**src/srl_pkg.sv**
```systemverilog
package srl_pkg;
   // Register byte addresses on the AHB-Lite bus.
   localparam logic [11:0] ADDR_CONTROL_MAIN = 12'h000;
   localparam logic [11:0] ADDR_SOURCE_ENABLES = 12'h004;
   localparam logic [11:0] ADDR_STATUS = 12'h008;
   // Reset values.
   localparam logic [7:0] CONTROL_MAIN_RST = 8'h00;
   localparam logic [7:0] SOURCE_ENABLES_RST = 8'h00;
   // Field positions of latch_control_main.
   localparam int MODULE_ENABLE_BIT = 7;
   localparam int DIVIDER_SELECT_LSB = 4;
   localparam int TRUE_OUT_EN_BIT = 3;
   localparam int INV_OUT_EN_BIT = 2;
   localparam int SW_SET_BIT = 1;
   localparam int SW_RESET_BIT = 0;
   // Field positions of latch_source_enables.
   localparam int PIN_SET_EN_BIT = 7;
   localparam int PERIODIC_SET_EN_BIT = 6;
   localparam int CMP_TWO_SET_EN_BIT = 5;
   localparam int CMP_ONE_SET_EN_BIT = 4;
   localparam int PIN_RESET_EN_BIT = 3;
   localparam int PERIODIC_RESET_EN_BIT = 2;
   localparam int CMP_TWO_RESET_EN_BIT = 1;
   localparam int CMP_ONE_RESET_EN_BIT = 0;
   // Periodic pulse divider: shortest period is 2**DIV_BASE_LOG2 cycles.
   localparam int DIV_BASE_LOG2 = 2;
   localparam int DIV_CNT_W = 9;
   localparam logic [8:0] DIV_CNT_RST = 9'h000;
   // AHB-Lite encodings.
   localparam logic [1:0] HTRANS_NONSEQ = 2'b10;
   localparam logic [1:0] HTRANS_SEQ = 2'b11;
   localparam logic HRESP_OKAY = 1'b0;
endpackage

```
**src/srl_latch_top.sv**
```systemverilog
// The implementer's own choices: the register offsets and the AHB-Lite register port.
`timescale 1ns/1ps
`default_nettype none
// Overview of operation
// - Latch takes active-high set/reset at the next sys_clk edge.
// - Set and reset together give reset.
// - Software set bit pulses one cycle.
// - Software reset bit pulses one cycle.
// - Pulse bits read back as zero.
// - Divider field picks period 4 to 512.
// - Top control bit gates both output pin enables.
// - True output pin driven when enabled.
// - Inverted output pin driven when enabled.
// - Input pin sets or resets when enabled.
// - Periodic pulse sets or resets when enabled.
// - Comparator two sets or resets when enabled.
// - Comparator one sets or resets when enabled.
// - Comparator inputs use synchronised results.
// - Latch state not initialised by reset.
module srl_latch_top (
   // Clock and reset
   input wire logic sys_clk,
   input wire logic reset,
   // AHB-Lite slave
   input wire logic hsel,
   input wire logic [11:0] haddr,
   input wire logic [1:0] htrans,
   input wire logic hwrite,
   input wire logic [2:0] hsize,
   input wire logic [31:0] hwdata,
   input wire logic hready,
   output logic [31:0] hrdata,
   output logic hreadyout,
   output logic hresp,
   // Latch sources
   input wire logic latch_external_input,
   input wire logic synced_cmp_one_result,
   input wire logic synced_cmp_two_result,
   // Latch outputs
   output logic latch_true_pin,
   output logic latch_true_pin_oe,
   output logic latch_inverted_pin,
   output logic latch_inverted_pin_oe
);
   logic [7:0] ctrl_q;
   logic [7:0] src_en_q;
   logic sw_set_q;
   logic sw_reset_q;
   logic latch_q;
   logic wr_pend_q;
   logic [11:0] addr_q;
   logic [31:0] rdata_q;
   logic addr_phase;
   logic [2:0] sync_lv;
   logic pin_lv;
   logic cmp1_lv;
   logic cmp2_lv;
   logic periodic_pulse;
   logic set_in;
   logic reset_in;
   logic latch_module_enable;
   logic [2:0] periodic_pulse_divider_select;
   logic true_output_pin_enable;
   logic inverted_output_pin_enable;
   logic wr_main;
   logic wr_src;

   function automatic logic [31:0] read_mux(input logic [11:0] a, input logic [7:0] c,
                                            input logic [7:0] s, input logic q);
      read_mux = 32'h0000_0000;
      case (a)
         srl_pkg::ADDR_CONTROL_MAIN: begin
            read_mux = {24'h00_0000, c[7:2], 2'b00};
         end
         srl_pkg::ADDR_SOURCE_ENABLES: begin
            read_mux = {24'h00_0000, s};
         end
         srl_pkg::ADDR_STATUS: begin
            read_mux = {31'h0000_0000, q};
         end
         default: begin
            read_mux = 32'h0000_0000;
         end
      endcase
   endfunction

   assign latch_module_enable = ctrl_q[srl_pkg::MODULE_ENABLE_BIT];
   assign periodic_pulse_divider_select = ctrl_q[srl_pkg::DIVIDER_SELECT_LSB +: 3];
   assign true_output_pin_enable = ctrl_q[srl_pkg::TRUE_OUT_EN_BIT];
   assign inverted_output_pin_enable = ctrl_q[srl_pkg::INV_OUT_EN_BIT];

   // Bus: zero wait states, every transfer answered OKAY.
   assign addr_phase = hsel && hready && (htrans == srl_pkg::HTRANS_NONSEQ ||
                                          htrans == srl_pkg::HTRANS_SEQ);
   assign hreadyout = 1'b1;
   assign hresp = srl_pkg::HRESP_OKAY;
   assign hrdata = rdata_q;
   assign wr_main = wr_pend_q && addr_q == srl_pkg::ADDR_CONTROL_MAIN;
   assign wr_src = wr_pend_q && addr_q == srl_pkg::ADDR_SOURCE_ENABLES;

   always_ff @(posedge sys_clk) begin
      if (reset) begin
         wr_pend_q <= 1'b0;
         addr_q <= 12'h000;
      end else begin
         wr_pend_q <= addr_phase && hwrite;
         addr_q <= addr_phase ? {haddr[11:2], 2'b00} : addr_q;
      end
   end

   always_ff @(posedge sys_clk) begin
      if (reset) begin
         rdata_q <= 32'h0000_0000;
      end else if (addr_phase && !hwrite) begin
         rdata_q <= read_mux({haddr[11:2], 2'b00}, ctrl_q, src_en_q, latch_q);
      end
   end

   always_ff @(posedge sys_clk) begin
      if (reset) begin
         ctrl_q <= srl_pkg::CONTROL_MAIN_RST;
      end else if (wr_main) begin
         ctrl_q <= {hwdata[7:2], 2'b00};
      end
   end

   always_ff @(posedge sys_clk) begin
      if (reset) begin
         src_en_q <= srl_pkg::SOURCE_ENABLES_RST;
      end else if (wr_src) begin
         src_en_q <= hwdata[7:0];
      end
   end

   // Pulse bits: a write of one lasts exactly one cycle, a zero does nothing.
   always_ff @(posedge sys_clk) begin
      if (reset) begin
         sw_set_q <= 1'b0;
         sw_reset_q <= 1'b0;
      end else begin
         sw_set_q <= wr_main && hwdata[srl_pkg::SW_SET_BIT];
         sw_reset_q <= wr_main && hwdata[srl_pkg::SW_RESET_BIT];
      end
   end

   srl_sync2 u_sync (
      .sys_clk(sys_clk),
      .reset(reset),
      .async_in({latch_external_input, synced_cmp_two_result, synced_cmp_one_result}),
      .sync_out(sync_lv)
   );
   assign pin_lv = sync_lv[2];
   assign cmp2_lv = sync_lv[1];
   assign cmp1_lv = sync_lv[0];

   srl_pulse_div u_div (
      .sys_clk(sys_clk),
      .reset(reset),
      .periodic_pulse_divider_select(periodic_pulse_divider_select),
      .pulse(periodic_pulse)
   );

   assign set_in = sw_set_q |
                   (src_en_q[srl_pkg::PIN_SET_EN_BIT] & pin_lv) |
                   (src_en_q[srl_pkg::PERIODIC_SET_EN_BIT] & periodic_pulse) |
                   (src_en_q[srl_pkg::CMP_TWO_SET_EN_BIT] & cmp2_lv) |
                   (src_en_q[srl_pkg::CMP_ONE_SET_EN_BIT] & cmp1_lv);
   assign reset_in = sw_reset_q |
                     (src_en_q[srl_pkg::PIN_RESET_EN_BIT] & pin_lv) |
                     (src_en_q[srl_pkg::PERIODIC_RESET_EN_BIT] & periodic_pulse) |
                     (src_en_q[srl_pkg::CMP_TWO_RESET_EN_BIT] & cmp2_lv) |
                     (src_en_q[srl_pkg::CMP_ONE_RESET_EN_BIT] & cmp1_lv);

   // The latch storage ignores the bus reset so its state stays unknown until
   // firmware sets or resets it.
   always_ff @(posedge sys_clk) begin
      if (reset_in) begin
         latch_q <= 1'b0;
      end else if (set_in) begin
         latch_q <= 1'b1;
      end
   end

   // Each output is forced low with its enable off until both the module and that pin are enabled.
   assign latch_true_pin_oe = latch_module_enable & true_output_pin_enable;
   assign latch_inverted_pin_oe = latch_module_enable & inverted_output_pin_enable;
   assign latch_true_pin = latch_true_pin_oe & latch_q;
   assign latch_inverted_pin = latch_inverted_pin_oe & ~latch_q;

   a_reset_wins: assert property (@(posedge sys_clk) disable iff (reset)
      reset_in && set_in |=> !latch_q)
      else $error("reset did not dominate set");
   a_set_takes: assert property (@(posedge sys_clk) disable iff (reset)
      set_in && !reset_in |=> latch_q)
      else $error("set input did not set latch");
   a_sw_set_one: assert property (@(posedge sys_clk) disable iff (reset)
      wr_main && hwdata[srl_pkg::SW_SET_BIT] |=> sw_set_q ##1 !sw_set_q)
      else $error("software set pulse not one cycle");
   a_sw_reset_one: assert property (@(posedge sys_clk) disable iff (reset)
      wr_main && hwdata[srl_pkg::SW_RESET_BIT] && !set_in |=> sw_reset_q ##1 !latch_q)
      else $error("software reset pulse failed");
   a_pulse_reads: assert property (@(posedge sys_clk) disable iff (reset)
      addr_phase && !hwrite && haddr[11:2] == srl_pkg::ADDR_CONTROL_MAIN[11:2]
      |=> rdata_q[1:0] == 2'b00)
      else $error("pulse bits read nonzero");
   a_true_pin_en: assert property (@(posedge sys_clk) disable iff (reset)
      latch_true_pin_oe == (ctrl_q[7] && ctrl_q[3]))
      else $error("true pin enable wrong");
   a_inv_pin_val: assert property (@(posedge sys_clk) disable iff (reset)
      latch_inverted_pin_oe |-> latch_inverted_pin == !latch_q)
      else $error("inverted pin value wrong");
   a_pin_sets: assert property (@(posedge sys_clk) disable iff (reset)
      latch_external_input [*3] ##0 (src_en_q == 8'h80 && !sw_reset_q)
      |=> latch_q)
      else $error("input pin failed to set latch");
   a_cmp_reset: assert property (@(posedge sys_clk) disable iff (reset)
      src_en_q == 8'h01 && cmp1_lv |=> !latch_q)
      else $error("comparator one failed to reset latch");

   c_sw_set: cover property (@(posedge sys_clk) disable iff (reset) sw_set_q ##1 latch_q);
   c_both: cover property (@(posedge sys_clk) disable iff (reset) set_in && reset_in);
   c_periodic: cover property (@(posedge sys_clk) disable iff (reset)
      periodic_pulse && src_en_q[srl_pkg::PERIODIC_SET_EN_BIT]);
   c_pins_on: cover property (@(posedge sys_clk) disable iff (reset)
      latch_true_pin_oe && latch_inverted_pin_oe);
endmodule
`default_nettype wire

```
**src/srl_pulse_div.sv**
```systemverilog
`timescale 1ns/1ps
`default_nettype none
// Free-running divider making a one-cycle pulse every 4 to 512 cycles.
module srl_pulse_div (
   // Clock and reset
   input wire logic sys_clk,
   input wire logic reset,
   // Control
   input wire logic [2:0] periodic_pulse_divider_select,
   // Output
   output logic pulse
);
   logic [srl_pkg::DIV_CNT_W-1:0] cnt_q;
   logic [srl_pkg::DIV_CNT_W-1:0] mask;

   function automatic logic [srl_pkg::DIV_CNT_W-1:0] period_mask(input logic [2:0] sel);
      logic [srl_pkg::DIV_CNT_W:0] span;
      // The shift amount is four bits wide so that 2 + 7 does not wrap.
      span = (srl_pkg::DIV_CNT_W+1)'(1) << (4'(srl_pkg::DIV_BASE_LOG2) + {1'b0, sel});
      period_mask = srl_pkg::DIV_CNT_W'(span - 1'b1);
   endfunction

   assign mask = period_mask(periodic_pulse_divider_select);

   always_ff @(posedge sys_clk) begin
      if (reset) begin
         cnt_q <= srl_pkg::DIV_CNT_RST;
      end else begin
         cnt_q <= cnt_q + 1'b1;
      end
   end

   assign pulse = ((cnt_q & mask) == mask);

   a_pulse_period: assert property (@(posedge sys_clk) disable iff (reset)
      (periodic_pulse_divider_select == 3'b000 && $stable(periodic_pulse_divider_select)
       && pulse) |=> !pulse [*3] ##1 (pulse || periodic_pulse_divider_select != 3'b000))
      else $error("periodic pulse not every 4 cycles");
endmodule
`default_nettype wire

```
**src/srl_sync2.sv**
```systemverilog
`timescale 1ns/1ps
`default_nettype none
// Two-flop synchroniser for a bundle of asynchronous levels.
module srl_sync2 (
   // Clock and reset
   input wire logic sys_clk,
   input wire logic reset,
   // Levels
   input wire logic [2:0] async_in,
   output logic [2:0] sync_out
);
   logic [2:0] meta_q;
   logic [2:0] sync_q;

   always_ff @(posedge sys_clk) begin
      if (reset) begin
         meta_q <= 3'h0;
         sync_q <= 3'h0;
      end else begin
         meta_q <= async_in;
         sync_q <= meta_q;
      end
   end

   assign sync_out = sync_q;
endmodule
`default_nettype wire

```
**config.mk**
```make
export PLATFORM = sky130hd
export DESIGN_NAME = srl_latch_top
export DESIGN_NICKNAME = d
export VERILOG_FILES = /design/src/srl_pkg.sv /design/src/srl_latch_top.sv /design/src/srl_pulse_div.sv /design/src/srl_sync2.sv
export SDC_FILE = /design/constraint.sdc
export NUM_CORES = 1
export LEC_CHECK = 0
export BUFFER_PORTS_ARGS = -buffer_cell sky130_fd_sc_hd__buf_4
export CAP_MARGIN = 10
export CORE_MARGIN = 2
export CORE_UTILIZATION = 44
export DETAILED_ROUTE_END_ITERATION = 6
export GPL_ROUTABILITY_DRIVEN = 0
export PLACE_DENSITY = 0.76
export SLEW_MARGIN = 20
export SYNTH_ARGS = -nofsm -noshare
export SYNTH_HDL_FRONTEND = slang
export SYNTH_SLANG_ARGS = --single-unit
export TNS_END_PERCENT = 20
```
**constraint.sdc**
```tcl
create_clock -name sys_clk -period 2.69 [get_ports sys_clk]
set_clock_uncertainty 0.2 [all_clocks]
set_input_delay 0.4035 -clock sys_clk [delete_from_list [all_inputs] [get_ports sys_clk]]
set_output_delay 0.4035 -clock sys_clk [all_outputs]
set_load 0.01 [all_outputs]
```
==> out/results.ini <==
[logic_synthesis]
synth_top_family_by_area = simple AND/OR/NAND/NOR gates
async_reset_ff_share_pct = 0
synth_edf_count = 0
yosysUniqueCellTypes = 48
yosys.area.top_type = dfxtp_1
synth_top_area_share_pct = 40.3
synthTopCellsByArea = dfxtp_1 40%, buf_4 7.7%, mux2i_1 6.3%
avgSynthCellArea_um2 = 9.14
ys.flop_type = dfxtp_1
synthSimpleGateAreaFrac_pct = 22.9
synth.area.mux_share_pct = 8.11
synth_xor_area_share_pct = 3.11
mappedNetlistArea_mm2 = 0.00253
synthAdderAreaFrac_pct = 3.95
yosysSeqAreaShare_pct = 40.3
synth_compound_area_share_pct = 10.5
ys_warn_count = 0
ys_ff_latch = 51
syn_inst = 277

[clock_tree]
cts_tree = yes
htreeDepth = 2
cts.sinks = 51
cts_root_buf = clkbuf_8
clk_latency_ps = 310
numCtsBuffers = 5
cts.clk_slew.worst_paths_ps = 100
clock_path_buffers = 2
cts-hold-fix-buffers = 0

[final_layout]
antennaDiodeCount = 0
final_layout_size_suffix_gt1_share_pct = 22.9
final_util_pct = 53.2
area_growth_pct = 16.5
fin_nets = 379

[status]
status = completed

[timing]
post-route-period-util_pct = 95.0
setup_viol_count_final = 0
rsz0062_at_grt = no
min_period_ps = 2550
setup_tns_ps = 0
timing.final.ws_setup_ps = 135
final-max-slew-violation-count = 0
fmax_ghz = 0.391
hold_viol = 0

[grt]
grt_usage_pct = 16.2
grt_pass1_wl_um = 8270
grt_max_degree = 50
antenna_found_initial = 0
grt-ovfl-total = 0
grt_pass1_vias = 1765

[floorplan]
rows = 27
ios = 95
core_mm2 = 0.00554
dieArea_mm2 = 0.00638
die_w_um = 79.8
start_util_pct = 45.7
dieHeight_um = 79.8

[detailed_routing]
drt-initial-drc-count = 97
avgViaCountPerCell = 5.03
drt_wl_total_um = 5130
ant_nets = 0
vias = 1946
dr.pass1.iters = 4
drc = 0
wire_per_inst_um = 13.3

[critical_path]
cp.arrival_ps = 2560
critical_path_class = flop to flop
cp-start-kind = flop
crit_path_end_kind = flop
required_ps = 2690
crit_fanout = 13

[pwr]
ir_drop_uv = 264
netSwitchingFraction_pct = 24.0
comb_power_share_pct = 8.9
pwr-share-seq_pct = 53.9
leakagePower_nw = 1.30
p_sw_mw = 0.352
p_total_mw = 1.47
intPower_mw = 1.11
power_density_mw_per_mm2 = 497
clock_power_share_pct = 37.2

[hold_path]
hp-class = input port to flop

[placed_design]
port_buffers = 38
hpwl_um = 3630
pre_cts_slack_ps = 32.9

[flow_run]
drv_cap = 0

[cell usage after synthesis, types with 2 or more instances]
master	count
o2111ai_1	2
nor4_2	3
nor2b_1	10
mux2_2	4
a21oi_1	12
nor3b_1	2
and3_1	2
buf_4	26
clkbuf_1	10
conb_1	2
a22oi_1	8
ha_1	8
xor2_1	3
o21ai_0	2
nor3_1	2
mux2i_1	16
inv_1	6
nand3_1	7
and4bb_1	2
nor2_1	37
xnor2_1	6
a211oi_1	2
nand2_1	26
and2_1	4
dfxtp_1	51
nand3b_1	2
[kinds of logic (layout without fill, tap and decap cells)]
| family | after synthesis | in the layout |
|---|---|---|
| simple gates | 106 | 106 |
| flops | 51 | 51 |
| buf+inv | 44 | 58 |
| compound gates | 37 | 37 |
| mux | 20 | 20 |
| xor+xnor | 9 | 9 |
| fa+ha+maj | 8 | 8 |
| other cells | 2 | 26 |
[final timing paths]
kind	startpoint	endpoint	slack, ps	depth (start not counted)
worst max-delay path	ctrl_q[5]$_SDFFE_PP0P_	latch_q$_SDFFE_PP0P_	140	10
worst min-delay path	synced_cmp_two_result	u_sync.meta_q[1]$_SDFF_PP0_	100	2
worst max register to register	ctrl_q[5]$_SDFFE_PP0P_	latch_q$_SDFFE_PP0P_	140	10
worst min register to register	u_sync.meta_q[0]$_SDFF_PP0_	u_sync.sync_out[0]$_SDFF_PP0_	240	1
[final cells by class]
| cell class | count | area (um^2) |
|---|---|---|
| clock inverters | 3 | 47.5 |
| multi-input cells | 206 | 1370 |
| flip-flops and latches | 51 | 1020 |
| fillers | 521 | 2590 |
| inverters | 6 | 22.5 |
| well taps | 72 | 90.1 |
| clock buffers | 5 | 68.8 |
| repair buffers | 44 | 330 |
[per-stage QoR]
stage	std cells	area [um^2]	hold WS (ps)
after detailed placement	379	2800	223
after global routing	387	2950	90.5
final	387	2950	100
after CTS	387	2920	92.4
after global placement	379	2800	226
after floorplan	301	2640	214
[critical path, cell delays in order (launching register included)]
cell	delay [ps]
dfxtp_1	340
buf_4	190
ha_2	270
nor4b_4	60
inv_1	80
ha_1	260
nor2_2	70
a2111oi_2	380
o21bai_1	170
nor3b_2	190
o221a_1	230
[cells in the final DEF (no fill, tap or decap), types with 4 or more instances in the layout]
| master | netlist | final |
|---|---|---|
| buf_4 | 26 | 44 |
| nand2_1 | 26 | 26 |
| clkbuf_8 | 0 | 5 |
| a22oi_1 | 8 | 8 |
| xnor2_1 | 6 | 6 |
| dfxtp_1 | 51 | 50 |
| nor2_1 | 37 | 36 |
| nor2b_1 | 10 | 10 |
| ha_1 | 8 | 6 |
| a21oi_1 | 12 | 11 |
| inv_1 | 6 | 6 |
| conb_1 | 2 | 26 |
| mux2i_1 | 16 | 16 |
| mux2_2 | 4 | 4 |
| nand3_1 | 7 | 7 |
| and2_1 | 4 | 4 |
[per-layer routing]
layer / vias up / global-route usage [%] / routed length [um]
li1: 969 / - / -
met1: 902 / 20.9 / 2280
met4: 0 / 5.42 / 55
met2: 69 / 27.0 / 2480
met3: 6 / 3.17 / 314
met5: - / 0 / 0
[power groups by stage]
stage | Combinational [mW] | Sequential (mW) | Clock (mW)
2_1_floorplan | 0.110 | 0.800 | 0
3_3_place_gp | 0.125 | 0.806 | 0
3_5_place_dp | 0.127 | 0.807 | 0
4_1_cts | 0.127 | 0.790 | 0.562
5_1_grt | 0.146 | 0.793 | 0.596
6_report | 0.131 | 0.790 | 0.545
[registers in the layout (all words and copies together) (netlist names)]
register and cells:
addr_q 10, ctrl_q 6, hrdata 8, latch_q 1
src_en_q 8, sw_reset_q 1, sw_set_q 1, u_div.cnt_q 9
u_sync.meta_q 3, u_sync.sync_out 3, wr_pend_q 1
[repair_timing]
item                       4_1_cts  5_1_grt
setup buffers                    0        0
setup endpoints to repair        0        1
resized for setup                0        6
No activity file was read; power rests on OpenSTA's default activity.
